### config.mk
export PLATFORM = sky130hd
export DESIGN_NAME = edsc_top
export DESIGN_NICKNAME = d
export VERILOG_FILES = /design/src/edsc_pkg.sv /design/src/edsc_top.sv /design/src/edsc_tick.sv
export SDC_FILE = /design/constraint.sdc
export NUM_CORES = 1
export LEC_CHECK = 0
export ABC_CLOCK_PERIOD_IN_PS = 3610
export BUFFER_PORTS_ARGS = -buffer_cell sky130_fd_sc_hd__clkbuf_2
export CORE_ASPECT_RATIO = 0.9
export CORE_UTILIZATION = 55
export DETAILED_ROUTE_END_ITERATION = 8
export PLACE_DENSITY_LB_ADDON = 0.2
export SYNTH_ARGS = -nofsm -noshare
export SYNTH_HDL_FRONTEND = slang
export SYNTH_HIERARCHICAL = 1
export SYNTH_SLANG_ARGS = --single-unit
### constraint.sdc
create_clock -name pclk -period 3.61 [get_ports pclk]
set_input_delay 0.722 -clock pclk [delete_from_list [all_inputs] [get_ports pclk]]
set_output_delay 0.722 -clock pclk [all_outputs]
set_load 0.05 [all_outputs]
### src/edsc_pkg.sv
package edsc_pkg;
   // Sleep mode selections
   localparam logic [2:0] SLEEP_MODE_OFF    = 3'h0;
   localparam logic [2:0] SLEEP_MODE_PIN    = 3'h1;
   localparam logic [2:0] SLEEP_MODE_CYCLIC = 3'h4;

   // Node roles
   localparam logic [1:0] ROLE_COORD = 2'h0;
   localparam logic [1:0] ROLE_ROUTER = 2'h1;
   localparam logic [1:0] ROLE_END   = 2'h2;

   // Register byte offsets
   localparam logic [7:0] ADDR_MODE    = 8'h00;
   localparam logic [7:0] ADDR_IDLE    = 8'h04;
   localparam logic [7:0] ADDR_PERIOD  = 8'h08;
   localparam logic [7:0] ADDR_SUPP    = 8'h0c;
   localparam logic [7:0] ADDR_STATUS  = 8'h10;
   localparam logic [7:0] ADDR_POLLIV  = 8'h14;

   // Field positions in the mode register
   localparam int MODE_SEL_LSB  = 0;
   localparam int MODE_ROLE_LSB = 4;
   localparam int MODE_CTS_BIT  = 8;

   // Reset values
   localparam logic [2:0]  RST_MODE    = SLEEP_MODE_OFF;
   localparam logic [1:0]  RST_ROLE    = ROLE_END;
   localparam logic [15:0] RST_IDLE    = 16'h0005;
   localparam logic [15:0] RST_PERIOD  = 16'h0014;
   localparam logic [15:0] RST_SUPP    = 16'h0000;
   localparam logic [15:0] RST_POLLIV  = 16'h0002;

   // Base tick: 1 us at 100 MHz
   localparam int TICK_NS     = 1000;
   localparam int CLK_NS      = 10;
   localparam int TICK_CYCLES = TICK_NS / CLK_NS;

   typedef enum logic [3:0] {
      EDSC_AWAKE    = 4'b0001,
      EDSC_DRAIN    = 4'b0010,
      EDSC_ASLEEP   = 4'b0100,
      EDSC_CHECK    = 4'b1000
   } edsc_state_e;
endpackage

### src/edsc_top.sv
// How it works
// - Sleep needs mode 1 or 4 plus request or idle
// - Idle time without traffic triggers sleep in mode 4
// - Mode zero never sleeps, always ready
// - Mode 1: pin high sleeps, low wakes
// - Finish ongoing transfer before sleeping
// - Pin sleep ignores serial and radio activity
// - Clear-to-send low marks ready after wake
// - Pin wake polls parent, keeps polling awake
// - Mode 4 sleeps one configured period
// - Period expiry wakes, checks serial, polls
// - Stay awake if parent data, else sleep
// - Activity starts and restarts idle timer
// - Awake cyclic mode keeps polling parent
// - Awake indicator asserted on each unsuppressed wake
// - Suppress count hides indicator across mode 4 wakes
// - Flow control: cts low awake, high asleep
// - Only end-device role may sleep
`timescale 1ns/1ps
`default_nettype none
module edsc_top
   import edsc_pkg::*;
(
   input  wire logic        pclk,
   input  wire logic        presetn,
   input  wire logic        psel,
   input  wire logic        penable,
   input  wire logic        pwrite,
   input  wire logic [7:0]  paddr,
   input  wire logic [31:0] pwdata,
   output logic [31:0]      prdata,
   output logic             pready,
   output logic             pslverr,
   input  wire logic        sleep_request_pin,
   input  wire logic        xfer_busy,
   input  wire logic        serial_activity,
   input  wire logic        radio_activity,
   input  wire logic        parent_has_data,
   output logic             poll_req,
   output logic             awake_indicator,
   output logic             cts_n,
   output logic             low_power
);
   typedef struct packed {
      logic [2:0]  mode;
      logic [1:0]  role;
      logic        cts_en;
      logic [15:0] idle_time;
      logic [15:0] period;
      logic [15:0] supp;
      logic [15:0] poll_iv;
      edsc_state_e state;
      logic [15:0] idle_cnt;
      logic [15:0] sleep_cnt;
      logic [15:0] poll_cnt;
      logic [15:0] supp_cnt;
      logic        pin_s1;
      logic        pin_s2;
      logic [31:0] prdata;
      logic        pready;
      logic        pslverr;
      logic        poll_req;
      logic        awake_ind;
      logic        cts_n;
      logic        low_power;
   } edsc_top_s;

   edsc_top_s st_ff;
   edsc_top_s nxt_st;
   logic      tick;

   edsc_tick u_tick (
      .pclk    (pclk),
      .presetn (presetn),
      .tick    (tick)
   );

   logic        acc;
   logic        wr_en;
   logic        can_sleep;
   logic        activity;
   logic        idle_done;
   logic        sleep_go;
   logic        wake_now;
   logic        sup_hide;

   always_comb begin
      nxt_st = st_ff;
      acc = psel && penable && !st_ff.pready;
      // Pin seen only through two flops
      nxt_st.pin_s1 = sleep_request_pin;
      nxt_st.pin_s2 = st_ff.pin_s1;
      nxt_st.pready = acc;
      nxt_st.pslverr = 1'b0;
      nxt_st.poll_req = 1'b0;
      wake_now = 1'b0;
      sleep_go = 1'b0;

      // APB slave, one wait state; read word and error decoded on first access edge
      if (acc) begin
         nxt_st.prdata = 32'h0;
         unique case (paddr)
            ADDR_MODE: begin
               nxt_st.prdata[MODE_SEL_LSB +: 3] = st_ff.mode;
               nxt_st.prdata[MODE_ROLE_LSB +: 2] = st_ff.role;
               nxt_st.prdata[MODE_CTS_BIT] = st_ff.cts_en;
            end
            ADDR_IDLE: begin
               nxt_st.prdata[15:0] = st_ff.idle_time;
            end
            ADDR_PERIOD: begin
               nxt_st.prdata[15:0] = st_ff.period;
            end
            ADDR_SUPP: begin
               nxt_st.prdata[15:0] = st_ff.supp;
            end
            ADDR_POLLIV: begin
               nxt_st.prdata[15:0] = st_ff.poll_iv;
            end
            ADDR_STATUS: begin
               nxt_st.prdata[3:0] = st_ff.state;
               nxt_st.prdata[4] = st_ff.low_power;
               nxt_st.prdata[5] = st_ff.awake_ind;
               nxt_st.prdata[6] = st_ff.cts_n;
               nxt_st.pslverr = pwrite;
            end
            default: begin
               nxt_st.pslverr = 1'b1;
            end
         endcase
      end

      // Writes land only at the edge that completes the transfer
      wr_en = psel && penable && pwrite && st_ff.pready;
      if (wr_en) begin
         unique case (paddr)
            ADDR_MODE: begin
               nxt_st.mode = pwdata[MODE_SEL_LSB +: 3];
               nxt_st.role = pwdata[MODE_ROLE_LSB +: 2];
               nxt_st.cts_en = pwdata[MODE_CTS_BIT];
            end
            ADDR_IDLE: begin
               nxt_st.idle_time = pwdata[15:0];
            end
            ADDR_PERIOD: begin
               nxt_st.period = pwdata[15:0];
            end
            ADDR_SUPP: begin
               nxt_st.supp = pwdata[15:0];
            end
            ADDR_POLLIV: begin
               nxt_st.poll_iv = pwdata[15:0];
            end
            default: begin
               // Status is read only; holes take nothing
            end
         endcase
      end

      can_sleep = (st_ff.mode == SLEEP_MODE_PIN || st_ff.mode == SLEEP_MODE_CYCLIC)
                  && st_ff.role == ROLE_END;
      activity = serial_activity || radio_activity || xfer_busy;
      idle_done = st_ff.idle_cnt >= st_ff.idle_time;

      // Idle timer in base ticks, restarted by any traffic
      if (activity || st_ff.state == EDSC_ASLEEP) begin
         nxt_st.idle_cnt = 16'h0;
      end else if (tick && !idle_done) begin
         nxt_st.idle_cnt = st_ff.idle_cnt + 16'h1;
      end

      unique case (st_ff.state)
         EDSC_AWAKE: begin
            if (st_ff.mode == SLEEP_MODE_PIN) begin
               if (st_ff.pin_s2 && can_sleep) begin
                  nxt_st.state = EDSC_DRAIN;
               end
            end else if (st_ff.mode == SLEEP_MODE_CYCLIC && can_sleep && idle_done) begin
               nxt_st.state = EDSC_DRAIN;
            end
         end
         EDSC_DRAIN: begin
            // Let the transfer in flight finish first
            if (!can_sleep) begin
               nxt_st.state = EDSC_AWAKE;
            end else if (!xfer_busy) begin
               sleep_go = 1'b1;
            end
         end
         EDSC_ASLEEP: begin
            // Serial and radio inputs are not looked at here
            if (!can_sleep) begin
               wake_now = 1'b1;
            end else if (st_ff.mode == SLEEP_MODE_PIN) begin
               if (!st_ff.pin_s2) begin
                  wake_now = 1'b1;
               end
            end else if (tick) begin
               if (st_ff.sleep_cnt + 16'h1 >= st_ff.period) begin
                  wake_now = 1'b1;
               end else begin
                  nxt_st.sleep_cnt = st_ff.sleep_cnt + 16'h1;
               end
            end
         end
         EDSC_CHECK: begin
            // One poll went out on wake; wait one poll interval for answer
            if (!can_sleep || parent_has_data || activity || st_ff.mode != SLEEP_MODE_CYCLIC) begin
               nxt_st.state = EDSC_AWAKE;
               nxt_st.idle_cnt = 16'h0;
            end else if (tick && st_ff.poll_cnt >= st_ff.poll_iv) begin
               sleep_go = 1'b1;
            end
         end
         default: begin
            nxt_st.state = EDSC_AWAKE;
         end
      endcase

      // Suppression window: count wakes, show indicator only at limit
      sup_hide = st_ff.mode == SLEEP_MODE_CYCLIC && st_ff.supp != 16'h0
                 && st_ff.supp_cnt + 16'h1 < st_ff.supp;

      if (sleep_go) begin
         nxt_st.state = EDSC_ASLEEP;
         nxt_st.sleep_cnt = 16'h0;
         nxt_st.low_power = 1'b1;
         nxt_st.awake_ind = 1'b0;
         nxt_st.cts_n = 1'b1;
      end
      if (wake_now) begin
         nxt_st.state = (st_ff.mode == SLEEP_MODE_CYCLIC) ? EDSC_CHECK : EDSC_AWAKE;
         nxt_st.low_power = 1'b0;
         nxt_st.cts_n = 1'b0;
         nxt_st.poll_req = 1'b1;
         nxt_st.poll_cnt = 16'h0;
         if (sup_hide) begin
            nxt_st.supp_cnt = st_ff.supp_cnt + 16'h1;
         end else begin
            nxt_st.supp_cnt = 16'h0;
            nxt_st.awake_ind = 1'b1;
         end
      end

      // Periodic poll while awake
      if (st_ff.state == EDSC_AWAKE || st_ff.state == EDSC_CHECK) begin
         if (tick) begin
            if (st_ff.poll_cnt >= st_ff.poll_iv) begin
               nxt_st.poll_cnt = 16'h0;
               nxt_st.poll_req = can_sleep;
            end else begin
               nxt_st.poll_cnt = st_ff.poll_cnt + 16'h1;
            end
         end
      end

      // Never asleep unless sleeping allowed
      if (!can_sleep && st_ff.state == EDSC_AWAKE) begin
         nxt_st.low_power = 1'b0;
         nxt_st.awake_ind = 1'b1;
         nxt_st.cts_n = 1'b0;
      end
      if (!st_ff.cts_en) begin
         nxt_st.cts_n = 1'b0;
      end
   end

   always_ff @(posedge pclk or negedge presetn) begin
      if (!presetn) begin
         st_ff <= '{mode: RST_MODE, role: RST_ROLE, cts_en: 1'b0, idle_time: RST_IDLE,
                    period: RST_PERIOD, supp: RST_SUPP, poll_iv: RST_POLLIV,
                    state: EDSC_AWAKE, awake_ind: 1'b1, default: '0};
      end else begin
         st_ff <= nxt_st;
      end
   end

   assign prdata          = st_ff.prdata;
   assign pready          = st_ff.pready;
   assign pslverr         = st_ff.pslverr;
   assign poll_req        = st_ff.poll_req;
   assign awake_indicator = st_ff.awake_ind;
   assign cts_n           = st_ff.cts_n;
   assign low_power       = st_ff.low_power;
endmodule
`default_nettype wire

### src/edsc_tick.sv
`timescale 1ns/1ps
`default_nettype none
module edsc_tick
   import edsc_pkg::*;
(
   input  wire logic pclk,
   input  wire logic presetn,
   output logic      tick
);
   typedef struct packed {
      logic [7:0] cnt;
      logic       tick;
   } edsc_tick_s;

   edsc_tick_s st_ff;
   edsc_tick_s nxt_st;

   always_comb begin
      nxt_st = st_ff;
      nxt_st.tick = 1'b0;
      if (st_ff.cnt == 8'(TICK_CYCLES - 1)) begin
         nxt_st.cnt = 8'h00;
         nxt_st.tick = 1'b1;
      end else begin
         nxt_st.cnt = st_ff.cnt + 8'h01;
      end
   end

   always_ff @(posedge pclk or negedge presetn) begin
      if (!presetn) begin
         st_ff <= '0;
      end else begin
         st_ff <= nxt_st;
      end
   end

   assign tick = st_ff.tick;
endmodule
`default_nettype wire

==> run metrics, run 1 <==
vias in the first global route 7,537; CTS tree done; crit end category flop; Max-Cap Viols 0; Final Hold Viols 0; # port buffers 55; Worst EP arrival 3.85 ns; DR vias/cell 5.788; die area 19,400 um^2; synthesized cell area 10,370 um^2; clock latency on the worst-skew pair 0.44 ns; Layout Cells excl Fill 1,384; Net Switching 0.001000 W; sequential power share 0.476; layout cells sized above 1 0.2169; CTS Sinks 171; sequential fraction of the synthesis area 0.4138; Pre-antenna DRT Iters 5; maximum buffer depth of the clock tree 2; clock network fraction of total power 0.459; Post-Place Cells 1,348; drt drc 0; synthesized area per cell 9.743 um^2; Synth Flop Type dfrtp_1; Critical Path RT 3.95 ns; most frequent cells in the layout 163 x dfrtp_1, 97 x nand2_1, 85 x o21ai_0; dpl hpwl 18.48 mm; final setup fails 0; Fin Clk Skew 0.009851 ns; Pins Over Slew Limit 0; area grow syn2layout 12.61%; Layout Nets 1,244; # IOs 88; vias 8,010; Diodes inserted 0; Num CTS Buffers 17; Starting Density 0.5632; DRT antenna net count 0; Comb pwr share 0.066; global-route wire length before repair 40.11 mm; unrepaired setup endpoints after global routing true; setup TNS 0 ns; Max IR drop VDD 345.7 uV; FILL cells 1,495; # rows 47; #FFs+latches synth 171; register area 4289 um^2; worst hold path type in2async; status complete, no violations; initial antenna violation count 0; worst-margin pin slew 1.018 ns; root buf cell clkbuf_16; Net Sw Frac 0.2442; Post-Synthesis Cells 1,064; Die Height 132.2 um; gr ovfl total 0; DR WL/cell 18.17 um; routed wire length 25.14 mm; Slew Limit Headroom 0.3212; Syn. warnings 6; Cell Int Power 0.003097 W; Achievable Freq 284.6 MHz; Tmin final 3.514 ns; crit path max fanout 13; gpl congestion 0.9406; most common library cell in the layout ignoring fill and taps dfrtp_1; largest net degree at the start of global routing 79; Critical Path Start Type flop; number of flops mapped to enable cells by yosys 0; Clock transition at path regs 0.06 ns; LEAKAGE 5.468 nW; width of the die 146.7 um; Cell Pwr Density 351.0 nW/um^2; CTS H-Tree Depth 4; critical path class reg2reg; drt initial violations 492; Tot GR Track Use 0.2676; Async SR Flop Fraction 1.000; multi-input logic area 5592 um^2; core area 18,410 um^2; post-synth cell types 80; final period utilization 0.9735
final timing paths:
kind                       slack (ns)  cells after the start             startpoint                      to
min in group pclk                0.35                      0   nxt_st[38]$_DFF_PN0_     st_ff[38]$_DFF_PN0_
hold / removal                   0.31                      1                presetn     st_ff[67]$_DFF_PN0_
max in group asynchronous        2.42                      2                presetn  st_ff[174]$_DFFE_PN1P_
setup reg to reg                  0.1                     17  st_ff[73]$_DFFE_PN0P_   st_ff[53]$_DFFE_PN0P_
setup / recovery                  0.1                     17  st_ff[73]$_DFFE_PN0P_   st_ff[53]$_DFFE_PN0P_
hold reg to reg                  0.35                      0   nxt_st[38]$_DFF_PN0_     st_ff[38]$_DFF_PN0_
state kept, by name (all words and copies together), names as in the netlist:
register	flops
nxt_st	1
cts_n	1
pready	1
prdata	16
low_power	1
awake_indicator	1
pslverr	1
u_tick/st_ff	8
st_ff	139
poll_req	1
u_tick/tick	1
layout make-up:
| class | instances | area share |
|---|---|---|
| Sequential cell | 171 | 0.3674 |
| Clock buffer | 17 | 0.03644 |
| Inverter | 75 | 0.02412 |
| Tap cell | 245 | 0.02626 |
| Clock inverter | 15 | 0.01490 |
| Timing Repair Buffer | 94 | 0.05188 |
| Multi-Input combinational cell | 767 | 0.4790 |
metrics by stage:
stage / power [W] / cell area [um^2] / setup WS (ns) / hold slack, ns / util
CTS: 0.004117 / 11550 / 0.005157 / 0.3538 / 0.6277
detailed placement: 0.002242 / 10900 / -0.03393 / 0.3387 / 0.5920
finish: 0.004097 / 11670 / 0.09581 / 0.3141 / 0.6342
global placement: 0.002238 / 10900 / 0.01802 / 0.3326 / 0.5920
floorplan: 0.002138 / 10430 / 0.01668 / 0.3312 / -
global route: 0.004230 / 11670 / -0.04682 / 0.3661 / 0.6342
power by group through the flow:
stage / Clock, W / Sequential, W / Combinational, W
2_1_floorplan: 0 / 0.00199 / 0.000151
3_3_place_gp: 0 / 0.00198 / 0.000256
3_5_place_dp: 0 / 0.00198 / 0.000259
4_1_cts: 0.00191 / 0.00195 / 0.000262
5_1_grt: 0.00199 / 0.00195 / 0.000295
6_report: 0.00188 / 0.00195 / 0.000269
synth_stat cells (9+ instances only):
| cell type | count | area (um^2) |
|---|---|---|
| inv_1 | 75 | 281.5 |
| nand3_1 | 35 | 175.2 |
| mux2i_1 | 15 | 150.1 |
| nor3_1 | 19 | 95.09 |
| nor2b_1 | 12 | 75.07 |
| dfrtp_1 | 163 | 4079 |
| mux2_2 | 45 | 506.7 |
| buf_4 | 33 | 247.7 |
| nand2b_1 | 12 | 75.07 |
| nand2_1 | 99 | 371.6 |
| a21oi_1 | 35 | 175.2 |
| xor2_1 | 27 | 236.5 |
| a221o_1 | 14 | 140.1 |
| o21ai_0 | 87 | 435.4 |
| nor4_1 | 9 | 56.30 |
| and3_1 | 24 | 150.1 |
| nor2_1 | 66 | 247.7 |
| xnor2_1 | 30 | 262.8 |
| clkbuf_1 | 18 | 67.56 |
| nand4_1 | 17 | 106.4 |
| mux2_4 | 11 | 165.2 |
| ha_1 | 68 | 850.8 |
metal layers:
layer | up-vias | track usage | routed length [um]
li1 | 3853 | - | -
met4 | 0 | 0.08565 | 533
met2 | 256 | 0.3918 | 11090
met3 | 40 | 0.05606 | 1704
met5 | - | 0 | 0
met1 | 3861 | 0.3942 | 11820
critical path: stages, from the launching register on:
cell and delay, ns:
dfrtp_1 0.38, ha_2 0.19, and3_4 0.18, and3_4 0.18, and4_4 0.23, nand3_4 0.10
xnor2_2 0.16, ha_1 0.33, nand3_4 0.11, nor4b_4 0.29, nand3_2 0.15, a31oi_4 0.22
buf_6 0.15, o21ai_4 0.07, buf_6 0.16, nand2b_1 0.15, buf_6 0.15, o31ai_2 0.20
timing repair:
action                                  in CTS  in global routing
gates cloned                                 0                  0
endpoints found under the setup margin      27                 41
resized for setup                           12                 24
hold buffers                                 0                  0
pin swaps                                    3                 24
buffers inserted                             1                  4
cell families (layout without fill, tap and decap cells):
logic type | after synthesis | count (layout) | share of synthesized area
xor gates and xnor gates | 57 | 57 | 0.04816
muxes | 75 | 75 | 0.08364
DFF | 171 | 171 | 0.4138
buffers and inverters | 141 | 201 | 0.06699
AOI/OAI and AO/OA | 201 | 201 | 0.1269
adders and majority gates | 68 | 68 | 0.08208
other | 1 | 16 | 0.0003618
and+or+nand+nor | 350 | 350 | 0.1782
(Power assumes the default switching activity.)
==> run 2: changes to the inputs <==
--- a/config.mk
+++ b/config.mk
@@ -13,5 +13,4 @@
 export PLACE_DENSITY_LB_ADDON = 0.2
 export SYNTH_ARGS = -nofsm -noshare
 export SYNTH_HDL_FRONTEND = slang
-export SYNTH_HIERARCHICAL = 1
 export SYNTH_SLANG_ARGS = --single-unit
==> run 2 against run 1 <==
- core utilization down 0.65 points
- non-clock buffer count decreased by 7
- cell count up 2.0%
- largest cell class unchanged
==> run metrics, run 2 <==
status complete, no violations; crit path max fanout 5 (-8); Layout Nets 1,272 (+2.3%); initial antenna violation count 0 (unchanged); Post-Synth XOR/XNOR Area 0.03406 (-0.01410); Critical Path RT 3.93 ns (-0.02 ns); Post-Place Cells 1,380 (+2.4%); Slew Limit Headroom 0.2438 (-0.07740); Worst EP arrival 3.77 ns (-0.08 ns); sequential fraction of the synthesis area 0.4068 (-0.006972); gr ovfl total 0 (unchanged); Tmin final 3.457 ns (-0.05709 ns); Clock transition at path regs 0.07 ns (about the same); DRT antenna net count 0 (unchanged); Max-Cap Viols 0 (unchanged); Diodes inserted 0 (unchanged); Post-CTS Setup Bufs 0 (-1); post-synth top area share 0.3869 (-0.006630); synthesized area per cell 9.533 um^2 (-2.1%); drt initial violations 662 (+35%); gpl congestion 0.9257 (-1.6%); DR WL/cell 19.27 um (+6.1%); Fin Clk Skew 0.01108 ns (+0.001224 ns); global-route wire length before repair 44.35 mm (+11%); DR vias/cell 6.118 (+5.7%); critical path class reg2reg; CTS tree done; maximum buffer depth of the clock tree 2 (unchanged); post-synthesis compound-gate area fraction 0.1614 (+0.03453); Cell Pwr Density 344.5 nW/um^2 (-1.8%); area grow syn2layout 10.63%; Area after DPL 11,020 um^2 (+1.1%); Achievable Freq 289.3 MHz (+1.7%); main combinational cell family by area after synthesis simple AND/OR/NAND/NOR gates; final setup fails 0 (unchanged); largest net degree at the start of global routing 80 (+1.3%); Layout Cells excl Fill 1,412 (+2.0%); # rows 47 (unchanged); vias 8,639 (+7.9%); Max IR drop VDD 289.6 uV (-16%); # IOs 88 (unchanged); most common cell in the netlist dfrtp_1; Pins Over Slew Limit 0 (unchanged); Die Height 133.4 um (+0.84%); #FFs+latches synth 171 (unchanged); crit end category flop; Largest Register st_ff; LEAKAGE 5.218 nW (-4.6%); die area 19,730 um^2 (+1.7%); final period utilization 0.9576 (-0.01581); root buf cell clkbuf_16; most frequent cells in the layout 163 x dfrtp_1, 97 x nand2_1, 75 x inv_1; Critical Path Start Type flop; worst-margin pin slew 1.130 ns (+0.1119 ns); Post-Synth Simple-Gate Area 0.1774 (-0.0007473); clock latency on the worst-skew pair 0.44 ns (about the same); CTS H-Tree Depth 4 (unchanged); Async SR Flop Fraction 1.000 (unchanged); CTS Sinks 171 (unchanged); Post-Synthesis Cells 1,106 (+3.9%); Post-synth top cells 163 x dfrtp_1, 97 x nand2_1, 75 x inv_1; routed wire length 27.21 mm (+8.2%); Tot GR Track Use 0.2915 (+0.02396); Critical Path Start st_ff[75]$_DFFE_PN0P_; # port buffers 55 (unchanged); post-synthesis mux area share 0.07132 (-0.01233); Syn. warnings 0 (-6); Final Hold Viols 0 (unchanged); Design Area, Final 11,660 um^2 (about the same); dpl hpwl 20.55 mm (+11%); Starting Density 0.5674 (+0.004214); synthesized cell area 10,540 um^2 (+1.7%); number of flops mapped to enable cells by yosys 0 (unchanged); Pre-antenna DRT Iters 5 (unchanged); adder-cell share of the synthesized area 0.08069 (-0.001383); core area 18,580 um^2 (+0.96%); most common library cell in the layout ignoring fill and taps dfrtp_1; drt drc 0 (unchanged); Num CTS Buffers 17 (unchanged); worst hold path type in2async; width of the die 147.9 um (+0.84%); vias in the first global route 8,258 (+9.6%); max FFs per register 139 (unchanged); Synth Flop Type dfrtp_1; Area contributors post-synth dfrtp_1 39%, ha_1 8.1%, mux2_2 6.1%; post-synth cell types 80 (unchanged); layout cells sized above 1 0.1851 (-0.03177); area leader, netlist dfrtp_1; reg2reg start st_ff[75]$_DFFE_PN0P_
==> run 2: power breakdown <==
part	switching, W	total, W	internal [W]
Sequential	0.0000155	0.00195	0.00193
Clock	0.000881	0.00182	0.000943
Combinational	0.000195	0.000247	0.0000519
Total	0.00109	0.00402	0.00293
==> run 2: stage by stage <==
stage,utilization,total power (W),setup TNS [ns],hold slack (ns),setup WS [ns]
global route,0.6277,0.004140,-0.006259,0.2514,-0.006259
detailed placement,0.5931,0.002232,-0.05970,0.3381,-0.01867
finish,0.6277,0.004018,0,0.2230,0.1529
floorplan,-,0.002148,0,0.3312,0.2498
CTS,0.6247,0.004045,0,0.2341,0.02093
global placement,0.5931,0.002230,0,0.3335,0.05064
==> run 2: cell families (layout without fill, tap and decap cells) <==
logic type,Yosys count,in the layout
adder cells (fa/ha/maj),68,68
XOR/XNOR,41,41
multiplexers,68,68
AO/OA/AOI/OAI,249,249
buffers and inverters,149,195
AND/OR/NAND/NOR,359,359
flip-flops,171,171
other,1,16
==> run 2: layer usage <==
| metal | global-route usage | vias up | routed length, um |
|---|---|---|---|
| met1 | 0.4152 | 4240 | 12660 |
| met4 | 0.09107 | 0 | 643 |
| met5 | 0 | - | 0 |
| met3 | 0.05719 | 45 | 1754 |
| li1 | - | 4090 | - |
| met2 | 0.4481 | 264 | 12160 |
==> run 2: worst max-delay path, stage by stage (launching register included) <==
cell and delay (ns):
dfrtp_1 0.43, and4_1 0.32, nand2_1 0.11, or3_1 0.41, xnor2_1 0.24, ha_1 0.30
a211oi_1 0.21, nor2_1 0.13, o211ai_1 0.28, o31a_1 0.37, a21oi_2 0.11, buf_4 0.16
a221o_1 0.29
==> run 2: what timing repair did <==
action / CTS / global route
endpoints found under the setup margin: 13 / 49
hold buffers: 0 / 0
pin swaps: 0 / 3
gates resized for setup: 1 / 16
cloned: 0 / 0
==> run 2: layout make-up <==
class / instances / area, um^2
multi-input cells: 801 / 5655
flip-flops and latches: 171 / 4289
fillers: 1565 / 6918
clock inverters: 14 / 142.6
repair buffers: 87 / 546.8
inverters: 76 / 285.3
well taps: 245 / 306.5
clock buffers: 18 / 439.2
==> run 2: path summary, 6_finish.rpt <==
path	endpoint	slack, ns	cells after the start
setup / recovery	st_ff[54]$_DFFE_PN0P_	0.15	12
max in group asynchronous	st_ff[50]$_DFFE_PN0P_	2.46	2
min in group pclk	st_ff[38]$_DFF_PN0_	0.35	0
setup reg to reg	st_ff[54]$_DFFE_PN0P_	0.15	12
hold reg to reg	st_ff[38]$_DFF_PN0_	0.35	0
hold / removal	st_ff[99]$_DFF_PN0_	0.22	1
==> run 3: changes to the inputs <==
--- a/config.mk
+++ b/config.mk
@@ -6,7 +6,7 @@
 export NUM_CORES = 1
 export LEC_CHECK = 0
 export ABC_CLOCK_PERIOD_IN_PS = 3610
-export BUFFER_PORTS_ARGS = -buffer_cell sky130_fd_sc_hd__clkbuf_2
+export BUFFER_PORTS_ARGS = -buffer_cell sky130_fd_sc_hd__buf_2
 export CORE_ASPECT_RATIO = 0.9
 export CORE_UTILIZATION = 55
 export DETAILED_ROUTE_END_ITERATION = 8
==> run 3 against run 2 <==
- via count about the same
- first-iteration DRC count increased by 4.2%
- worst setup slack improved by 0.081 ns
- wire length about the same
- final area increased by 0.44%
- core utilization increased by 0.28 points
- largest cell class unchanged
- highest routed layer unchanged
==> run metrics, run 3 (synthesis gave the netlist of run 2 again) <==
register area 4289 um^2 (unchanged); # IOs 88 (unchanged); dpl hpwl 20.38 mm (-0.86%); unrepaired setup endpoints after global routing false; area grow syn2layout 11.12%; Critical Path RT 3.93 ns (about the same); vias 8,640 (+0.012%); Starting Density 0.5674 (unchanged); max FFs per register 139 (unchanged); gr ovfl total 0 (unchanged); Pre-antenna DRT Iters 5 (unchanged); Diodes inserted 0 (unchanged); Pins Over Slew Limit 0 (unchanged); Max IR drop VDD 368.8 uV (+27%); Cell Pwr Density 353.5 nW/um^2 (+2.6%); Critical Path Start Type flop; Max-Cap Viols 0 (unchanged); maximum buffer depth of the clock tree 2 (unchanged); vias in the first global route 7,997 (-3.2%); die area 19,730 um^2 (unchanged); most used routing layer met2; drt drc 0 (unchanged); critical path class reg2reg; Tot GR Track Use 0.2895 (-0.002008); Worst EP arrival 3.70 ns (-0.07 ns); met2 capacity usage during global routing 0.4337 (-0.01441); DR WL/cell 19.24 um (-0.15%); FILL cells 1,559 (-0.38%); Achievable Freq 296.2 MHz (+2.4%); most common library cell in the layout ignoring fill and taps dfrtp_1; Crit path max-delay family compound AO/OA/AOI/OAI gates; Largest Register st_ff; Final Hold Viols 0 (unchanged); crit path max fanout 5 (unchanged); LEAKAGE 5.243 nW (+0.49%); Die Height 133.4 um (unchanged); Hold Slack 0.3161 ns (+0.09307 ns); Post-Place Cells 1,379 (-0.072%); layout cells sized above 1 0.1855 (+0.0003801); status complete, no violations; root buf cell clkbuf_16; CTS Sinks 171 (unchanged); # port buffers 55 (unchanged); DRT antenna net count 0 (unchanged); slowest cell delay on critical path 0.42 ns (about the same); final period utilization 0.9352 (-0.02246); multi-input logic area 5649 um^2 (-0.11%); most frequent cells in the layout 163 x dfrtp_1, 97 x nand2_1, 75 x inv_1; worst path buffer plus inverter count 1 (unchanged); drt initial violations 690 (+4.2%); Layout Nets 1,276 (+0.31%); Design Power 0.004142 W (+3.1%); Clock transition at path regs 0.07 ns (about the same); Fin Clk Skew 0.01555 ns (+0.004479 ns); hold bufs inserted after CTS 0 (unchanged); met1 Track Usage GR 0.4144 (-0.0007690); width of the die 147.9 um (unchanged); DR vias/cell 6.106 (-0.20%); CTS tree done; clock latency on the worst-skew pair 0.45 ns (about the same); final setup fails 0 (unchanged); worst hold path type in2async; core area 18,580 um^2 (unchanged); final core utilization 0.6305 (+0.002760); CTS H-Tree Depth 4 (unchanged); setup TNS 0 ns (unchanged); routed wire length 27.23 mm (about the same); worst-margin pin slew 1.130 ns (-0.0002894 ns); global-route wire length before repair 43.48 mm (-2.0%); Slew Limit Headroom 0.2440 (about the same); Num CTS Buffers 17 (unchanged); # rows 47 (unchanged); Slowest cell on crit path dfrtp_1; register-to-register setup slack 0.23 ns (+0.08 ns); crit end category flop; crit-path cells and4_1, nand2_1, or3_1, xnor2_1, ha_1, a211oi_1, nor2_1, o211ai_1, o31a_1, a21oi_2, buf_4, a221o_1; Tmin final 3.376 ns (-0.08109 ns); Layout Cells excl Fill 1,415 (+0.21%); M3 GR Usage 0.05788 (+0.0006849); initial antenna violation count 0 (unchanged); largest net degree at the start of global routing 83 (+3.8%); gpl congestion 0.9235 (-0.24%)
## run 3: cell types whose count changed in the layout (fill, tap and decap cells not counted), moves of 3 or more
cell / delta
inv_8: -4
buf_4: +4
buf_2: +54
bufinv_16: +3
clkbuf_2: -54
## run 3: power breakdown
part | total [W] | switching [W] | internal [W]
Sequential | 0.00195 | 0.0000151 | 0.00193
Clock | 0.00195 | 0.000843 | 0.00110
Combinational | 0.000247 | 0.000195 | 0.0000526
## run 3: worst paths after layout
path | startpoint | end | cells past startpoint
hold / removal | presetn | st_ff[99]$_DFF_PN0_ | 1
min in group pclk | nxt_st[38]$_DFF_PN0_ | st_ff[38]$_DFF_PN0_ | 0
setup reg to reg | st_ff[75]$_DFFE_PN0P_ | st_ff[54]$_DFFE_PN0P_ | 12
hold reg to reg | nxt_st[38]$_DFF_PN0_ | st_ff[38]$_DFF_PN0_ | 0
max in group asynchronous | presetn | st_ff[109]$_DFFE_PN1P_ | 2
setup / recovery | st_ff[75]$_DFFE_PN0P_ | st_ff[54]$_DFFE_PN0P_ | 12
## run 3: cell type report
type                            count  area share
Multi-Input combinational cell    801      0.4822
Sequential cell                   171      0.3661
Timing Repair Buffer               91     0.04923
Clock buffer                       17     0.03631
Tap cell                          245     0.02616
Inverter                           76     0.02435
Clock inverter                     14     0.01570
## run 3: per-layer routing
| metal | vias to the layer above | part of all wire |
|---|---|---|
| li1 | 4095 | - |
| met1 | 4215 | 0.46 |
| met3 | 59 | 0.059 |
| met2 | 271 | 0.45 |
| met5 | - | 0 |
| met4 | 0 | 0.030 |
## run 3: worst reg2reg max path, delay by kind of cell, from the launching register on
| family | cells | cell delay [ns] |
|---|---|---|
| AOI/OAI and AO/OA | 5 | 1.23 |
| xor gates and xnor gates | 1 | 0.23 |
| adders and majority gates | 1 | 0.28 |
| buffers and inverters | 1 | 0.16 |
| DFF | 1 | 0.42 |
| and+or+nand+nor | 4 | 0.94 |
## run 3: what timing repair did
action                                  in CTS  in global routing
resized for setup                            1                 16
pin swaps                                    0                  3
endpoints found under the setup margin       1                 51
setup buffers                                0                  5
## run 3: per-stage QoR
| step | setup slack (ns) | cell area [um^2] |
|---|---|---|
| after detailed placement | 0.04878 | 11010 |
| after floorplan | 0.2498 | 10600 |
| final | 0.2340 | 11720 |
| after CTS | 0.01629 | 11630 |
| after global placement | 0.07547 | 11010 |
| after global routing | 0.008810 | 11720 |
